**src/rtl/lrsec_regs.svh**
```systemverilog
// Register offsets, field positions, reset values and timing counts.
`ifndef LRSEC_REGS_SVH
`define LRSEC_REGS_SVH
// Register word offsets in bytes.
`define LRSEC_CTRL_OFS      8'h00
`define LRSEC_STATUS_OFS    8'h04
`define LRSEC_CMD_OFS       8'h08
`define LRSEC_ARG0_OFS      8'h0C
`define LRSEC_ARG1_OFS      8'h10
`define LRSEC_RESULT_OFS    8'h14
`define LRSEC_PWD_OFS       8'h18
`define LRSEC_CFG_OFS       8'h1C
`define LRSEC_TXDATA_OFS    8'h20
`define LRSEC_INFO0_OFS     8'h24
`define LRSEC_INFO1_OFS     8'h28
`define LRSEC_INFO2_OFS     8'h2C
`define LRSEC_INFO3_OFS     8'h30
`define LRSEC_INFO4_OFS     8'h34
`define LRSEC_APPVER_OFS    8'h38
`define LRSEC_FLSTAT_OFS    8'h3C
// Control register bit positions.
`define LRSEC_CTRL_GO_BIT       0
`define LRSEC_CTRL_TIMEOUT_BIT  1
`define LRSEC_CTRL_FLERR_BIT    2
`define LRSEC_CTRL_START_BIT    3
`define LRSEC_CTRL_DEVBUSY_BIT  4
// Configuration register field positions.
`define LRSEC_CFG_READOUT_BIT   0
`define LRSEC_CFG_FR_LO         1
`define LRSEC_CFG_FR_HI         2
`define LRSEC_CFG_ALERT_LO      3
`define LRSEC_CFG_ALERT_HI      4
`define LRSEC_CFG_WPMAIN_BIT    5
`define LRSEC_CFG_WPCFG_BIT     6
`define LRSEC_CFG_LDREN_BIT     7
`define LRSEC_CFG_RST           8'h80
// Packet constants.
`define LRSEC_HDR               8'h08
`define LRSEC_ACK               8'h00
`define LRSEC_RSP_READ          8'h30
`define LRSEC_RSP_INFO          8'h31
`define LRSEC_RSP_CRC           8'h32
`define LRSEC_RSP_DETAIL        8'h3A
`define LRSEC_RSP_MSG           8'h3B
`define LRSEC_LEN_MSG           8'h02
`define LRSEC_LEN_INFO          8'h19
`define LRSEC_LEN_CRC           8'h05
`define LRSEC_FLASH_ERR         8'hF0
`define LRSEC_MAX_FAILS         2'h3
`define LRSEC_MIN_CRC_LEN       32'h0000_0400
`define LRSEC_MAX_BUF           16'h06C0
// Back-off time after a wrong password.
`define LRSEC_BACKOFF_MS        2000
`define LRSEC_CLK_MHZ           100
`define LRSEC_BACKOFF_CYC       (`LRSEC_BACKOFF_MS * 1000 * `LRSEC_CLK_MHZ)
`endif

```
**src/rtl/lrsec_pkg.sv**
```systemverilog
// Types shared by the loader response and security block.
package lrsec_pkg;
  typedef enum logic [3:0] {
    LRSEC_ST_OK        = 4'h0,
    LRSEC_ST_LOCKED    = 4'h1,
    LRSEC_ST_PWD       = 4'h2,
    LRSEC_ST_ALERT     = 4'h3,
    LRSEC_ST_UNKNOWN   = 4'h4,
    LRSEC_ST_RANGE     = 4'h5,
    LRSEC_ST_INVALID   = 4'h6,
    LRSEC_ST_FR_OFF    = 4'h7,
    LRSEC_ST_FR_PWD    = 4'h8,
    LRSEC_ST_READOUT   = 4'h9,
    LRSEC_ST_ALIGN     = 4'hA,
    LRSEC_ST_CRC_LEN   = 4'hB
  } lrsec_status_e;
  typedef enum logic [7:0] {
    LRSEC_CMD_CONNECT  = 8'h12,
    LRSEC_CMD_UNLOCK   = 8'h21,
    LRSEC_CMD_PROGRAM  = 8'h20,
    LRSEC_CMD_PROGFAST = 8'h24,
    LRSEC_CMD_READ     = 8'h29,
    LRSEC_CMD_ERASE    = 8'h23,
    LRSEC_CMD_MASS     = 8'h15,
    LRSEC_CMD_FACTORY  = 8'h30,
    LRSEC_CMD_VERIFY   = 8'h26,
    LRSEC_CMD_START    = 8'h40,
    LRSEC_CMD_BAUD     = 8'h52,
    LRSEC_CMD_INFO     = 8'h19
  } lrsec_cmd_e;
  typedef enum logic [2:0] {
    LRSEC_FSM_IDLE  = 3'b000,
    LRSEC_FSM_ACK   = 3'b001,
    LRSEC_FSM_HEAD  = 3'b010,
    LRSEC_FSM_BODY  = 3'b011,
    LRSEC_FSM_CRC   = 3'b100,
    LRSEC_FSM_WAIT  = 3'b101
  } lrsec_fsm_e;
  typedef enum logic [1:0] {
    LRSEC_ALERT_ERASE   = 2'h0,
    LRSEC_ALERT_DISABLE = 2'h1,
    LRSEC_ALERT_NONE    = 2'h2
  } lrsec_alert_e;
  typedef enum logic [1:0] {
    LRSEC_FR_ON   = 2'h0,
    LRSEC_FR_PWD  = 2'h1,
    LRSEC_FR_OFF  = 2'h2
  } lrsec_fr_e;
endpackage : lrsec_pkg

```
**src/rtl/lrsec_core.sv**
```systemverilog
// Loader response builder and security guard behind a Wishbone slave.
//
// The placing of the registers and the Wishbone register port are this design's own decisions.
`timescale 1ns/1ps
`default_nettype none
`include "lrsec_regs.svh"

module lrsec_core #(
  parameter int unsigned BACKOFF_CYC = `LRSEC_BACKOFF_CYC
) (
  input  wire logic        clk,
  input  wire logic        srst,
  input  wire logic [7:0]  wb_adr_i,
  input  wire logic [31:0] wb_dat_i,
  output logic      [31:0] wb_dat_o,
  input  wire logic [3:0]  wb_sel_i,
  input  wire logic        wb_we_i,
  input  wire logic        wb_cyc_i,
  input  wire logic        wb_stb_i,
  output logic             wb_ack_o,
  input  wire logic        boot_start,
  input  wire logic [31:0] crc_in,
  input  wire logic [31:0] read_word,
  output logic      [31:0] read_addr,
  input  wire logic        tx_ready,
  output logic             tx_valid,
  output logic      [7:0]  tx_data,
  output logic             tx_crc_go,
  output logic             erase_main,
  output logic             erase_cfg,
  output logic             loader_exit,
  output logic             loader_active
);

  // Register bank.
  logic [7:0]  cmd_q;
  logic [31:0] arg0_q, arg1_q, pwd_q, txw_q, appver_q;
  logic [31:0] info_q [5];
  logic [7:0]  cfg_q;
  logic [15:0] flstat_q;
  logic        unlocked_q, connected_q, active_q;
  logic [1:0]  fails_q;
  logic [31:0] backoff_q;
  logic [7:0]  result_q;
  lrsec_pkg::lrsec_fsm_e fsm_q, fsm_d;
  logic [7:0]  kind_q, len_q, idx_q;
  logic [7:0]  body_q [8];
  logic        erase_m_q, erase_c_q, exit_q, go_pend_q, flerr_q;

  // Bus decode.
  wire bus_req  = wb_cyc_i & wb_stb_i & ~wb_ack_o;
  wire bus_wr   = bus_req & wb_we_i & (&wb_sel_i);
  wire busy     = (fsm_q != lrsec_pkg::LRSEC_FSM_IDLE);
  wire blocked  = (backoff_q != 32'h0);
  wire go       = bus_wr & (wb_adr_i == `LRSEC_CTRL_OFS)
                  & wb_dat_i[`LRSEC_CTRL_GO_BIT] & ~busy;
  wire tmo      = bus_wr & (wb_adr_i == `LRSEC_CTRL_OFS)
                  & wb_dat_i[`LRSEC_CTRL_TIMEOUT_BIT];
  wire flerr    = bus_wr & (wb_adr_i == `LRSEC_CTRL_OFS)
                  & wb_dat_i[`LRSEC_CTRL_FLERR_BIT];

  // Configuration fields.
  wire        readout_en = cfg_q[`LRSEC_CFG_READOUT_BIT];
  wire [1:0]  fr_mode    = cfg_q[`LRSEC_CFG_FR_HI:`LRSEC_CFG_FR_LO];
  wire [1:0]  alert_mode = cfg_q[`LRSEC_CFG_ALERT_HI:`LRSEC_CFG_ALERT_LO];
  wire        wp_main    = cfg_q[`LRSEC_CFG_WPMAIN_BIT];
  wire        wp_cfg     = cfg_q[`LRSEC_CFG_WPCFG_BIT];
  wire        loader_en  = cfg_q[`LRSEC_CFG_LDREN_BIT];

  // Commands that touch memory need an unlock first.
  function automatic logic is_protected(input logic [7:0] c);
    case (c)
      lrsec_pkg::LRSEC_CMD_PROGRAM, lrsec_pkg::LRSEC_CMD_PROGFAST,
      lrsec_pkg::LRSEC_CMD_READ,    lrsec_pkg::LRSEC_CMD_ERASE,
      lrsec_pkg::LRSEC_CMD_MASS,    lrsec_pkg::LRSEC_CMD_FACTORY,
      lrsec_pkg::LRSEC_CMD_VERIFY:  is_protected = 1'b1;
      default:                      is_protected = 1'b0;
    endcase
  endfunction : is_protected

  function automatic logic is_known(input logic [7:0] c);
    case (c)
      lrsec_pkg::LRSEC_CMD_CONNECT, lrsec_pkg::LRSEC_CMD_UNLOCK,
      lrsec_pkg::LRSEC_CMD_START,   lrsec_pkg::LRSEC_CMD_BAUD,
      lrsec_pkg::LRSEC_CMD_INFO:    is_known = 1'b1;
      default:                      is_known = is_protected(c);
    endcase
  endfunction : is_known

  // Status verdict for the pending command; 0xFF means a data answer.
  wire pwd_ok    = (arg0_q == pwd_q);
  wire third     = (fails_q == (`LRSEC_MAX_FAILS - 2'h1));
  wire is_prog   = (cmd_q == lrsec_pkg::LRSEC_CMD_PROGRAM) |
                   (cmd_q == lrsec_pkg::LRSEC_CMD_PROGFAST);
  wire misalign  = (arg0_q[2:0] != 3'h0) | (arg1_q[2:0] != 3'h0);
  wire badrange  = (arg1_q > {16'h0, `LRSEC_MAX_BUF});
  logic [7:0] verdict;
  always_comb
  begin
    verdict = 8'hFF;
    if (!is_known(cmd_q))
      verdict = {4'h0, lrsec_pkg::LRSEC_ST_UNKNOWN};
    else if (!connected_q && cmd_q != lrsec_pkg::LRSEC_CMD_CONNECT)
      verdict = {4'h0, lrsec_pkg::LRSEC_ST_INVALID};
    else if (is_protected(cmd_q) && !unlocked_q)
      verdict = {4'h0, lrsec_pkg::LRSEC_ST_LOCKED};
    else
      case (cmd_q)
        lrsec_pkg::LRSEC_CMD_UNLOCK:
          if (pwd_ok)
            verdict = {4'h0, lrsec_pkg::LRSEC_ST_OK};
          else if (third)
            verdict = {4'h0, lrsec_pkg::LRSEC_ST_ALERT};
          else
            verdict = {4'h0, lrsec_pkg::LRSEC_ST_PWD};
        lrsec_pkg::LRSEC_CMD_READ:
          if (!readout_en)
            verdict = {4'h0, lrsec_pkg::LRSEC_ST_READOUT};
          else if (badrange)
            verdict = {4'h0, lrsec_pkg::LRSEC_ST_RANGE};
        lrsec_pkg::LRSEC_CMD_VERIFY:
          if (arg1_q < `LRSEC_MIN_CRC_LEN)
            verdict = {4'h0, lrsec_pkg::LRSEC_ST_CRC_LEN};
        lrsec_pkg::LRSEC_CMD_FACTORY:
          if (fr_mode == lrsec_pkg::LRSEC_FR_OFF)
            verdict = {4'h0, lrsec_pkg::LRSEC_ST_FR_OFF};
          else if (fr_mode == lrsec_pkg::LRSEC_FR_PWD && !pwd_ok)
            verdict = {4'h0, lrsec_pkg::LRSEC_ST_FR_PWD};
          else
            verdict = {4'h0, lrsec_pkg::LRSEC_ST_OK};
        lrsec_pkg::LRSEC_CMD_INFO:
          verdict = 8'hFF;
        default:
          if (is_prog && misalign)
            verdict = {4'h0, lrsec_pkg::LRSEC_ST_ALIGN};
          else
            verdict = {4'h0, lrsec_pkg::LRSEC_ST_OK};
      endcase
  end

  // Answer kind and length: status, data, or no core answer at all.
  wire fast_ok  = (cmd_q == lrsec_pkg::LRSEC_CMD_PROGFAST) & (verdict == 8'h0);
  wire silent   = fast_ok | (cmd_q == lrsec_pkg::LRSEC_CMD_START)
                  | (cmd_q == lrsec_pkg::LRSEC_CMD_BAUD)
                  | (cmd_q == lrsec_pkg::LRSEC_CMD_CONNECT);
  wire is_data  = (verdict == 8'hFF);
  wire [7:0] sel_kind = go_pend_q & flerr_q ? `LRSEC_RSP_DETAIL :
                        !is_data ? `LRSEC_RSP_MSG :
                        cmd_q == lrsec_pkg::LRSEC_CMD_INFO ? `LRSEC_RSP_INFO :
                        cmd_q == lrsec_pkg::LRSEC_CMD_VERIFY ? `LRSEC_RSP_CRC :
                        `LRSEC_RSP_READ;
  wire [7:0] sel_len  = (sel_kind == `LRSEC_RSP_MSG)  ? `LRSEC_LEN_MSG :
                        (sel_kind == `LRSEC_RSP_DETAIL) ? 8'h04 :
                        (sel_kind == `LRSEC_RSP_INFO) ? `LRSEC_LEN_INFO :
                        (sel_kind == `LRSEC_RSP_CRC)  ? `LRSEC_LEN_CRC :
                        arg1_q[7:0] + 8'h01;

  // Byte served in the body, chosen by index within the answer.
  logic [7:0] body_byte;
  wire  [7:0] bi = idx_q - 8'h01;
  // Info word 1 is the application version, so later words shift down one.
  wire  [2:0] info_w = (bi[4:2] == 3'h0) ? 3'h0 : bi[4:2] - 3'h1;
  always_comb
  begin
    body_byte = 8'h00;
    case (kind_q)
      `LRSEC_RSP_MSG:    body_byte = result_q;
      `LRSEC_RSP_DETAIL:
        body_byte = (bi == 8'h0) ? `LRSEC_FLASH_ERR :
                    (bi == 8'h1) ? flstat_q[7:0] :
                    (bi == 8'h2) ? flstat_q[15:8] : 8'h00;
      `LRSEC_RSP_CRC:    body_byte = crc_in[8*bi[1:0] +: 8];
      `LRSEC_RSP_INFO:
        body_byte = (bi[7:2] == 6'h1) ? appver_q[8*bi[1:0] +: 8] :
                    info_q[info_w][8*bi[1:0] +: 8];
      default:           body_byte = read_word[8*bi[1:0] +: 8];
    endcase
  end

  // A byte counts as sent only once it was offered and the sink took it.
  wire sending = (fsm_q == lrsec_pkg::LRSEC_FSM_ACK) |
                 (fsm_q == lrsec_pkg::LRSEC_FSM_HEAD) |
                 (fsm_q == lrsec_pkg::LRSEC_FSM_BODY);
  wire step    = sending & tx_valid & tx_ready;

  // Transmit sequencer: acknowledgement, header, length, code, body.
  logic [7:0] tx_byte;
  always_comb
  begin
    fsm_d = fsm_q;
    tx_byte = 8'h00;
    case (fsm_q)
      lrsec_pkg::LRSEC_FSM_IDLE:
        if (go_pend_q)
          fsm_d = lrsec_pkg::LRSEC_FSM_ACK;
      lrsec_pkg::LRSEC_FSM_ACK:
      begin
        tx_byte = `LRSEC_ACK;
        if (step)
          fsm_d = silent && !flerr_q ? lrsec_pkg::LRSEC_FSM_WAIT
                                     : lrsec_pkg::LRSEC_FSM_HEAD;
      end
      lrsec_pkg::LRSEC_FSM_HEAD:
      begin
        tx_byte = (idx_q == 8'h0) ? `LRSEC_HDR : (idx_q == 8'h1) ? len_q :
                  (idx_q == 8'h2) ? 8'h00 : kind_q;
        if (step && idx_q == 8'h3)
          fsm_d = lrsec_pkg::LRSEC_FSM_BODY;
      end
      lrsec_pkg::LRSEC_FSM_BODY:
      begin
        tx_byte = body_byte;
        if (step && idx_q == len_q - 8'h01)
          fsm_d = lrsec_pkg::LRSEC_FSM_CRC;
      end
      lrsec_pkg::LRSEC_FSM_CRC:
        fsm_d = lrsec_pkg::LRSEC_FSM_WAIT;
      lrsec_pkg::LRSEC_FSM_WAIT:
        fsm_d = lrsec_pkg::LRSEC_FSM_IDLE;
      default:
        fsm_d = lrsec_pkg::LRSEC_FSM_IDLE;
    endcase
  end

  wire unlock_cmd = (cmd_q == lrsec_pkg::LRSEC_CMD_UNLOCK) & connected_q;
  wire accept  = go_pend_q & ~busy;
  wire wrong   = accept & unlock_cmd & ~pwd_ok;
  wire alert   = wrong & third;

  // Sequencer registers.
  always_ff @(posedge clk)
  begin
    if (srst)
    begin
      fsm_q <= lrsec_pkg::LRSEC_FSM_IDLE;
      idx_q <= 8'h00;
      kind_q <= 8'h00;
      len_q <= 8'h00;
      result_q <= 8'h00;
    end
    else
    begin
      fsm_q <= fsm_d;
      if (accept)
      begin
        kind_q <= sel_kind;
        len_q <= sel_len;
        result_q <= verdict;
      end
      if (fsm_q == lrsec_pkg::LRSEC_FSM_ACK || fsm_d != fsm_q)
        idx_q <= (fsm_d == lrsec_pkg::LRSEC_FSM_BODY) ? 8'h01 : 8'h00;
      else if (step)
        idx_q <= idx_q + 8'h01;
    end
  end

  // Security state: lock, connection, failure count, back-off, alert.
  always_ff @(posedge clk)
  begin
    if (srst)
    begin
      unlocked_q <= 1'b0;
      connected_q <= 1'b0;
      fails_q <= 2'h0;
      backoff_q <= 32'h0;
      erase_m_q <= 1'b0;
      erase_c_q <= 1'b0;
      exit_q <= 1'b0;
      active_q <= 1'b0;
      go_pend_q <= 1'b0;
      flerr_q <= 1'b0;
      cfg_q <= `LRSEC_CFG_RST;
    end
    else
    begin
      if (boot_start && loader_en && !exit_q)
        active_q <= 1'b1;
      if (go && !blocked && active_q)
      begin
        go_pend_q <= 1'b1;
        flerr_q <= 1'b0;
      end
      else if (accept)
        go_pend_q <= 1'b0;
      if (flerr && !busy)
        flerr_q <= 1'b1;
      if (accept && cmd_q == lrsec_pkg::LRSEC_CMD_CONNECT)
        connected_q <= 1'b1;
      if (tmo)
        unlocked_q <= 1'b0;
      else if (accept && unlock_cmd && pwd_ok)
        unlocked_q <= 1'b1;
      if (accept && unlock_cmd)
        fails_q <= pwd_ok ? 2'h0 : (third ? 2'h0 : fails_q + 2'h1);
      if (wrong)
        backoff_q <= BACKOFF_CYC;
      else if (blocked)
        backoff_q <= backoff_q - 32'h1;
      if (alert && alert_mode == lrsec_pkg::LRSEC_ALERT_ERASE)
      begin
        erase_m_q <= ~wp_main;
        erase_c_q <= ~wp_cfg;
      end
      else
      begin
        erase_m_q <= 1'b0;
        erase_c_q <= 1'b0;
      end
      if (alert && alert_mode == lrsec_pkg::LRSEC_ALERT_DISABLE && !wp_cfg)
      begin
        cfg_q[`LRSEC_CFG_LDREN_BIT] <= 1'b0;
        exit_q <= 1'b1;
        active_q <= 1'b0;
      end
      else if (bus_wr && wb_adr_i == `LRSEC_CFG_OFS)
        cfg_q <= wb_dat_i[7:0];
    end
  end

  // Software-written words.
  always_ff @(posedge clk)
  begin
    if (srst)
    begin
      cmd_q <= 8'h00;
      arg0_q <= 32'h0;
      arg1_q <= 32'h0;
      pwd_q <= 32'h0;
      appver_q <= 32'h0;
      flstat_q <= 16'h0;
      for (int i = 0; i < 5; i++)
        info_q[i] <= 32'h0;
    end
    else if (bus_wr && !busy)
      case (wb_adr_i)
        `LRSEC_CMD_OFS:    cmd_q <= wb_dat_i[7:0];
        `LRSEC_ARG0_OFS:   arg0_q <= wb_dat_i;
        `LRSEC_ARG1_OFS:   arg1_q <= wb_dat_i;
        `LRSEC_PWD_OFS:    pwd_q <= wb_dat_i;
        `LRSEC_APPVER_OFS: appver_q <= wb_dat_i;
        `LRSEC_FLSTAT_OFS: flstat_q <= wb_dat_i[15:0];
        `LRSEC_INFO0_OFS:  info_q[0] <= wb_dat_i;
        `LRSEC_INFO1_OFS:  info_q[1] <= wb_dat_i;
        `LRSEC_INFO2_OFS:  info_q[2] <= wb_dat_i;
        `LRSEC_INFO3_OFS:  info_q[3] <= wb_dat_i;
        `LRSEC_INFO4_OFS:  info_q[4] <= wb_dat_i;
        default:           cmd_q <= cmd_q;
      endcase
  end

  // Read mux and acknowledge, one cycle after the strobe.
  wire [31:0] status_w = {8'h0, result_q, 4'h0, 1'b0, exit_q, blocked,
                          busy, 2'h0, fails_q, active_q, connected_q,
                          unlocked_q, 1'b0};
  wire [31:0] rd_mux = (wb_adr_i == `LRSEC_STATUS_OFS) ? status_w :
                       (wb_adr_i == `LRSEC_CFG_OFS) ? {24'h0, cfg_q} :
                       (wb_adr_i == `LRSEC_CMD_OFS) ? {24'h0, cmd_q} :
                       (wb_adr_i == `LRSEC_RESULT_OFS) ? {24'h0, result_q} :
                       32'h0;
  always_ff @(posedge clk)
  begin
    if (srst)
    begin
      wb_ack_o <= 1'b0;
      wb_dat_o <= 32'h0;
      tx_valid <= 1'b0;
      tx_data <= 8'h00;
      tx_crc_go <= 1'b0;
    end
    else
    begin
      wb_ack_o <= bus_req;
      wb_dat_o <= bus_req && !wb_we_i ? rd_mux : 32'h0;
      tx_valid <= sending & ~step;
      tx_data <= tx_byte;
      tx_crc_go <= (fsm_q == lrsec_pkg::LRSEC_FSM_CRC);
    end
  end

  assign read_addr     = arg0_q + {24'h0, bi[7:2], 2'b00};
  assign erase_main    = erase_m_q;
  assign erase_cfg     = erase_c_q;
  assign loader_exit   = exit_q;
  assign loader_active = active_q;

endmodule : lrsec_core
`default_nettype wire

```
**config.mk**
```make
export PLATFORM = sky130hd
export DESIGN_NAME = lrsec_core
export DESIGN_NICKNAME = d
export VERILOG_FILES = /design/src/rtl/lrsec_pkg.sv /design/src/rtl/lrsec_core.sv
export VERILOG_INCLUDE_DIRS = /design/src /design/src/rtl
export SDC_FILE = /design/constraint.sdc
export NUM_CORES = 1
export LEC_CHECK = 0
export ABC_AREA = 1
export BUFFER_PORTS_ARGS = -buffer_cell sky130_fd_sc_hd__buf_2
export CELL_PAD_IN_SITES_DETAIL_PLACEMENT = 0
export CELL_PAD_IN_SITES_GLOBAL_PLACEMENT = 1
export CORE_ASPECT_RATIO = 0.7
export CORE_MARGIN = 2
export CORE_UTILIZATION = 25
export DETAILED_ROUTE_END_ITERATION = 16
export MAX_ROUTING_LAYER = met4
export PLACE_DENSITY_LB_ADDON = 0.1
export RECOVER_POWER = 25
export SLEW_MARGIN = 20
export SYNTH_ARGS = -nofsm -noshare
export SYNTH_HDL_FRONTEND = slang
export SYNTH_SLANG_ARGS = --single-unit
```
**constraint.sdc**
```tcl
create_clock -name clk -period 7.43 [get_ports clk]
set_clock_uncertainty 0.05 [all_clocks]
set_input_delay 0.743 -clock clk [delete_from_list [all_inputs] [get_ports clk]]
set_output_delay 0.743 -clock clk [all_outputs]
set_load 0.005 [all_outputs]
```
== Yosys cells after proc, flatten, opt, wreduce, memory -nomap -nowiden ==
Memory sizes are Yosys's and may differ from the RTL's.
Cells that the tools add are included.
Cells by class
  reductions and logical operators: 64
  muxes and demuxes: 84
  bitwise gates (word level): 40
  order comparisons: 2
  shifts and indexed selects: 4
  add/subtract/negate cells: 8
  equality and inequality tests: 54
Operators by type and width (count)
  $mux W8: 23
  $mux W32: 5
  $eq A8 B6 Y1 const B: 18
  $shiftx A32 B6 Y8: 4
  $eq A8 B5 Y1 const B: 7
  $mux W28: 2
  $pmux W8 S5: 1
  $mux W1: 33
  $add A32 B8 Y32: 1
  $eq A32 B32 Y1: 1
  $gt A32 B11 Y1 const B: 1
  $logic_not A8 Y1: 4
  $lt A32 B11 Y1 const B: 1
  $pmux W8 S4: 1
  $reduce_bool A32 Y1: 1
  $sub A32 B1 Y32 const B: 1
  $eq A6 B6 Y1 const B: 4
  $eq A8 B2 Y1 const B: 3
  $mux W24: 1
  $logic_and A1 B1 Y1: 21
  $mux W4: 5
  $and A1 B1 Y1: 19
  $mux W3: 6
  $add A8 B1 Y8 const B: 2
  other kinds (34): 91
Storage, ports and cells
  bits in writable memories: 160
  bits in registers: 280
  memories kept: 1
  word-level logic and storage cells: 288
Memory list
  info_q: words 5, width 32, read ports 1, clocked after memory_dff 0, write ports 5, line lrsec_core.sv:38  | logic [31:0] info_q [5];

== Longest topological paths before layout ==
Gate-level depths: netlist (run 1).
  depth in word-level cells: 21
  depth in mapped cells: 23
  mapped depth without buffers: 23

== Least setup slack after synthesis (run 1) ==
OpenSTA, ideal clock, no wires.
  path type: reg-to-output
  from: reg idx_q[0]
  to: out read_addr[30]
  slack: 3.202 ns
  arrival: 3.435 ns
  stages on the path, launching flop included: 23
  required time: 6.637 ns
  path buffers: 2
  path through: dfxtp_1 -> buf_2 -> inv_2 -> clkbuf_1 -> ha_1 -> nand2_2 -> xor2_2 -> inv_2 -> ha_1 -> nand3_1 -> nand2_1 -> a21oi_1 -> o21ai_1 -> nand3_1 -> inv_1 -> nand3_1 -> nor3_2 -> nand3_1 -> nor2_1 -> nand2_1 -> nor2_2 -> nand3_1 -> xor2_1
Between the ends
  longest elaborated chain between the ends: 2
Ends and longest elaborated chain
  start: declaration: line lrsec_core.sv:46  | logic [7:0] kind_q, len_q, idx_q;
  start signal: assignment: line lrsec_core.sv:251  | idx_q <= (fsm_d == lrsec_pkg::LRSEC_FSM_BODY) ? 8'h01 : 8'h00;
  start signal: assignment: line lrsec_core.sv:253  | idx_q <= idx_q + 8'h01;
  $sub A8 B1 Y8: line lrsec_core.sv:160  | wire [7:0] bi = idx_q - 8'h01;
  $add A32 B8 Y32: line lrsec_core.sv:380  | assign read_addr = arg0_q + {24'h0, bi[7:2], 2'b00};
  end: declaration: line lrsec_core.sv:24  | output logic [31:0] read_addr,
No other way between the ends.

==> impl_metrics.py, run 1 <==
metrics = {
    "status": {
        "status": "finished, violations left",
        "violations": "max-capacitance violations, max-slew violations",
    },
    "drt": {
        "vias": 17826,
        "drc": 0,
        "drt_iter0_drc": 1354,
        "wirelength_mm": 78.6,
        "vias_per_cell": 4.64,
        "drt.antenna.violating_nets": 0,
        "first_pass_iters": 7,
        "wl_per_cell_um": 20.5,
    },
    "synthesis": {
        "yosysSeqAreaShare_pct": 48.5,
        "synth_ff_type": "dfxtp_1",
        "ys_types": 58,
        "yosys.area.top_type_share_pct": 25.1,
        "async_flop_share_pct": 0,
        "synth.area.top_cells": "dfxtp_1, edfxtp_1, nand2_1",
        "synth-adder-area-share_pct": 1.14,
        "synth_seq_cells": 417,
        "synthMuxAreaShare_pct": 0.757,
        "synth-simple-area-share_pct": 21.3,
        "synth_warnings": 0,
        "synth_compound_area_share_pct": 14.8,
        "synth-xor-area-share_pct": 3.58,
        "syn_inst": 2603,
        "synth_top_area_cell": "dfxtp_1",
        "synth_area_um2": 20500,
        "synth_edf_count": 160,
        "synth_top_family_by_area": "simple AND/OR/NAND/NOR gates",
        "synth.avg_cell_area_um2": 7.88,
    },
    "critical_path": {
        "critPathMaxStageDelay_ns": 2.14,
        "crit_buf_inv": 4,
        "end_kind": "register",
        "cp_top_family": "buffers and inverters",
        "cpMaxStageDelayCell": "clkbuf_1",
        "crit_fanout": 88,
        "crit_arrival_ns": 6.11,
        "cp_cell_sequence": "clkbuf_1, clkbuf_1, inv_6, clkbuf_2, o21ai_0, a21oi_1",
        "crit_required_ns": 7.84,
        "crit_top_cell": "clkbuf_1",
        "worstSetupPathType": "in2reg",
        "start_kind": "input pin",
    },
    "floorplanning": {
        "start_util_pct": 25.4,
        "core_um2": 80900,
        "rows": 87,
        "ios": 194,
        "die_height_um": 244,
        "die-area_um2": 84400,
        "die_w_um": 346,
    },
    "global_route": {
        "grt_overflow": 0,
        "grt_max_degree": 89,
        "grt_pass1_vias": 17061,
        "grtUsageMet2_pct": 24.7,
        "antenna_found_initial": 9,
        "grt-busiest-layer": "met1",
        "grt_pass1_wl_mm": 115,
        "met1_usage_pct": 29.5,
        "grt_usage_pct": 18.9,
        "grtUsageMet3_pct": 2.99,
    },
    "clocking": {
        "tritoncts": "done",
        "post_cts_resized": 0,
        "clk-insertion-delay-late_ns": 0.60,
        "clk_pin_slew_ns": 0.06,
        "post_cts_buffers": 0,
        "cts_hold_buf": 0,
        "cts-root-buf": "clkbuf_16",
        "h-tree-depth": 2,
        "cts.sinks": 417,
        "cts_buffers": 47,
        "cts.path.max_buffers": 3,
    },
    "sta": {
        "slew-limit-headroom_pct": -97.0,
        "setup_violations": 0,
        "fmax_mhz": 175,
        "rsz0062_at_grt": "false",
        "tns_ns": 0,
        "finalHoldViolations": 0,
        "drv_slew": 136,
        "finalCriticalPeriod_ns": 5.70,
        "tightest_slew_ns": 2.96,
        "worst_slack_ns": 1.73,
        "finalCritPeriodShare_pct": 76.7,
    },
    "finish": {
        "final_common_cell": "nand2_1",
        "syn2layout_area_growth_pct": 15.9,
        "nets": 2866,
        "final_util_pct": 29.4,
        "n_antenna_cell": 0,
        "final_cell_mix": "nand2_1, inv_1, dfxtp_1",
        "fillers": 8758,
        "drive_above_1_share_pct": 11.1,
    },
    "placed_design": {
        "post-place-ws_ns": 2.69,
        "place_hpwl_mm": 55.2,
        "port-buffer-count": 180,
        "place_congestion": 0.855,
    },
    "power": {
        "p_total_mw": 5.73,
        "p_leak_nw": 9.89,
        "peakVddDrop_mv": 0.150,
        "powerDensity_nw_per_um2": 241,
    },
    "job": {
        "maxCapViolCount": 2,
    },
    "min_path": {
        "min_path_type": "reg2reg",
    },
}
[sequential cells by signal, indices dropped and copies added, names as in the netlist, 16 cells and up]
register / flops
appver_q: 32
pwd_q: 32
flstat_q: 16
info_q: 160
arg1_q: 32
wb_dat_o: 16
backoff_q: 32
arg0_q: 32
[cell families (layout without fill, tap and decap cells)]
logic type	after synthesis	count (layout)
compound gates	562	562
buf+inv	503	660
xor+xnor	82	82
simple gates	1005	1005
flops	417	417
other cells	1	13
mux	15	15
fa+ha+maj	18	18
[worst register-to-register path: cells and delay by family (launching register included)]
family | cells | cell delay, ns
buffers and inverters | 5 | 1.77
AND/OR/NAND/NOR | 6 | 1.53
AO/OA/AOI/OAI | 1 | 0.37
flip-flops | 1 | 0.35
[layout make-up]
class	count	area [µm²]	area share, %
Timing Repair Buffer	201	1020	4.30
Inverter	371	1400	5.88
Clock buffer	68	1330	5.58
Clock inverter	20	139	0.585
Tap cell	1068	1340	5.62
Multi-Input combinational cell	1695	8590	36.1
Sequential cell	417	9950	41.9
[through the flow]
step	cell area, µm²	hold WS (ns)	std cells
final	23800	0.392	3840
after detailed placement	22300	0.387	3752
after floorplan	20500	0.371	2615
after CTS	23800	0.363	3840
after global placement	22300	0.382	3752
after global routing	23800	0.408	3840
[path summary, 6_finish.rpt]
kind | startpoint | slack, ns | cells past startpoint | endpoint
max | srst | 1.73 | 6 | appver_q[22]
min | appver_q[22] | 0.39 | 2 | appver_q[22]
max reg2reg | fsm_q[1] | 3.25 | 12 | cfg_q[7]
min reg2reg | appver_q[22] | 0.39 | 2 | appver_q[22]
[synth_stat cells (all sizes together) (3+ instances only)]
cell	instances
nand2	470
inv	369
o21ai	260
dfxtp	257
a21oi	226
nand3	226
nor2	195
edfxtp	160
clkbuf	74
nor3	60
buf	58
xor2	45
xnor2	37
o211ai	23
nand4	18
a31oi	17
ha	17
nor4	16
mux2i	11
or2	10
o21bai	9
a211oi	8
a221oi	5
o221ai	5
mux2	4
nand3b	3
o22ai	3
[where the power goes]
part	leakage [nW]	internal, mW	switching, mW
Sequential	3.72	2.47	0.0761
Combinational	5.45	0.286	0.609
Clock	0.715	1.28	1.01
[metal layers]
metal  routed length [µm]  up-vias  part of all wire [%]
li1                     -     8851                     -
met4                 1480        0                   1.9
met1                42800     8389                    54
met5                    0        -                     0
met3                 4450       83                   5.7
met2                29900      503                    38
No activity file was read; power rests on OpenSTA's default activity.
==> run 2, diff against run 1 <==
ABC_AREA = 0   (was 1)
clock period = 4.8 ns   (was 7.43 ns; I/O delays follow)
==> impl_metrics.py, run 2 <==
metrics = {
    "min_path": {
        "hp-start": "wb_stb_i",
        "hold_path_end": "wb_ack_o",
        "min_path_type": "in2reg",
        "whs_path_depth": 3,
    },
    "critical_path": {
        "worstSetupPathType": "reg2out",
        "crit_arrival_ns": 3.92,
        "r2r_end": "cfg_q[4]",
        "end_kind": "output pin",
        "r2r_start": "fsm_q[0]",
        "crit_required_ns": 4.27,
        "worst-r2r-cell-count": 8,
        "start_kind": "register",
        "reg2reg_slack_ns": 0.41,
        "crit_fanout": 14,
    },
    "sta": {
        "setup_violations": 0,
        "finalHoldViolations": 0,
        "finalCriticalPeriod_ns": 4.45,
        "tns_ns": 0,
        "fmax_mhz": 225,
        "tightest_slew_ns": 1.19,
        "drv_slew": 0,
        "finalCritPeriodShare_pct": 92.7,
        "slew-limit-headroom_pct": 19.8,
        "rsz0062_at_grt": "false",
    },
    "floorplanning": {
        "start_util_pct": 25.2,
        "ios": 194,
        "die_w_um": 341,
        "die-area_um2": 81700,
        "rows": 86,
        "core_um2": 78700,
        "die_height_um": 240,
    },
    "job": {
        "maxCapViolCount": 0,
    },
    "power": {
        "p_seq_share_pct": 46.0,
        "peakVddDrop_mv": 0.204,
        "powerDensity_nw_per_um2": 365,
        "switching_power_mw": 2.28,
        "p_total_mw": 8.51,
        "p_leak_nw": 8.57,
        "p_comb_share_pct": 11.4,
        "clockPowerShare_pct": 42.7,
        "switching_share_pct": 26.8,
        "p_int_mw": 6.23,
    },
    "clocking": {
        "h-tree-depth": 2,
        "clk_pin_slew_ns": 0.06,
        "tritoncts": "done",
        "cts.sinks": 417,
        "cts.path.max_buffers": 3,
        "post_cts_buffers": 0,
        "cts-root-buf": "clkbuf_16",
        "cts_buffers": 48,
        "clk-insertion-delay-late_ns": 0.61,
    },
    "synthesis": {
        "synthTopCellsByCount": "nand2_1, dfxtp_1, a21oi_1",
        "synth_ff_type": "dfxtp_1",
        "syn_inst": 2200,
        "synth_top_area_cell": "dfxtp_1",
        "synth_seq_cells": 417,
        "synth_warnings": 0,
        "yosysMostFrequentCell": "nand2_1",
        "synth_area_um2": 19800,
        "yosys.area.top_type_share_pct": 25.9,
        "yosysSeqAreaShare_pct": 50.1,
        "synth_edf_count": 160,
        "ys_types": 88,
        "synth.area.top_cells": "dfxtp_1, edfxtp_1, nand2_1",
        "synth.avg_cell_area_um2": 9.02,
        "async_flop_share_pct": 0,
    },
    "global_route": {
        "grt_pass1_vias": 16084,
        "grt_overflow": 0,
        "grt_max_degree": 177,
        "grt_pass1_wl_mm": 115,
        "grt_usage_pct": 19.9,
        "antenna_found_initial": 3,
    },
    "drt": {
        "first_pass_iters": 5,
        "wl_per_cell_um": 23.5,
        "drt_iter0_drc": 1417,
        "vias_per_cell": 4.94,
        "drt.antenna.violating_nets": 0,
        "drc": 0,
        "vias": 16945,
        "wirelength_mm": 80.6,
    },
    "finish": {
        "drive_above_1_share_pct": 13.8,
        "fillers": 8295,
        "final_cell_mix": "nand2_1, dfxtp_1, a21oi_1",
        "ff_latch_area_um2": 9950,
        "multiInputGateArea_um2": 9150,
        "syn2layout_area_growth_pct": 17.5,
        "regMostFlops": "info_q",
        "stdcell_area_um2": 23300,
        "final_common_cell": "nand2_1",
        "nets": 2471,
        "largest_reg_flops": 160,
    },
    "placed_design": {
        "port-buffer-count": 180,
        "place_hpwl_mm": 57.1,
        "place_congestion": 0.835,
        "place_area_um2": 21900,
    },
    "status": {
        "status": "finished clean",
    },
}
run 2: changes by cell type in the layout (fill, tap and decap cells not counted), sizes merged, moves of 24 or more:
cell   change
inv      -344
o21ai    -204
and2      +47
nor2      -67
nand3    -150
nor4      +24
run 2: metal layers:
metal,up-vias,track usage [%],wire length (µm)
met5,-,-,0
met4,0,4.12,1300
met3,76,3.32,4230
met2,422,28.2,33900
met1,8404,29.4,41200
li1,8043,-,-
run 2: area by class of cell:
type                            count  share of cell area [%]
Sequential cell                   417                    42.6
Multi-Input combinational cell   1610                    39.2
Clock buffer                       71                    5.96
Tap cell                         1056                    5.66
Timing Repair Buffer              235                    5.56
Clock inverter                     16                   0.520
Inverter                           26                   0.418
Antenna cell                        1                  0.0107
run 2: per-stage QoR:
step | hold slack (ns) | std cells | util [%] | setup WS [ns]
final | 0.134 | 3432 | 29.7 | 0.352
after global routing | 0.128 | 3432 | 29.7 | 0.0413
after CTS | 0.103 | 3431 | 29.7 | 0.0123
after detailed placement | 0.394 | 3344 | 27.8 | 0.681
after global placement | 0.389 | 3344 | 27.8 | 0.761
after floorplan | 0.357 | 2212 | - | 0.408
run 2: cell families (layout without fill, tap and decap cells):
kind of cell               count (synthesis)  count (layout)  synth area share (%)
other                                      1              14                0.0189
AOI/OAI and AO/OA                        475             475                  15.0
adders and majority gates                 18              18                  1.17
DFF                                      417             417                  50.1
buffers and inverters                    185             348                  4.17
and+or+nand+nor                          951             951                  22.2
muxes                                     41              41                  2.42
xor gates and xnor gates                 112             112                  4.94
run 2: how the worst max path moves through the flow:
stage                     startpoint       endpoint  slack (ns)  cells after the start
after floorplan             idx_q[0]  read_addr[28]        0.41                     18
after global placement      idx_q[0]  read_addr[28]        0.76                     16
after detailed placement    idx_q[0]  read_addr[28]        0.68                     16
after CTS                   idx_q[0]  read_addr[28]        0.01                     16
after global routing        idx_q[2]  read_addr[28]        0.04                     15
final                       idx_q[4]  read_addr[24]        0.35                     11
run 2: worst max-delay path: stages (launching register included):
cell	delay (ns)
dfxtp_1	0.46
or4_1	0.60
nor4_1	0.26
xor2_1	0.18
ha_1	0.36
a21oi_1	0.10
buf_4	0.16
or2_2	0.35
nor3_2	0.37
nand3_1	0.14
xnor2_1	0.18
buf_2	0.14
run 2: repair_timing:
action | 4_1_cts | 5_1_grt
hold buffers | 0 | 0
setup endpoints to repair | 0 | 5
endpoints found under the hold margin | 0 | 0
gates resized for setup | 0 | 2
run 2: power groups by stage:
stage               combinational (mW)  clock (mW)  sequential [mW]
global placement                 0.965           0             3.98
floorplan                        0.669           0             3.96
global route                      1.09        3.87             3.93
detailed placement               0.976           0             3.99
CTS                              0.986        3.74             3.91
finish                           0.968        3.63             3.91
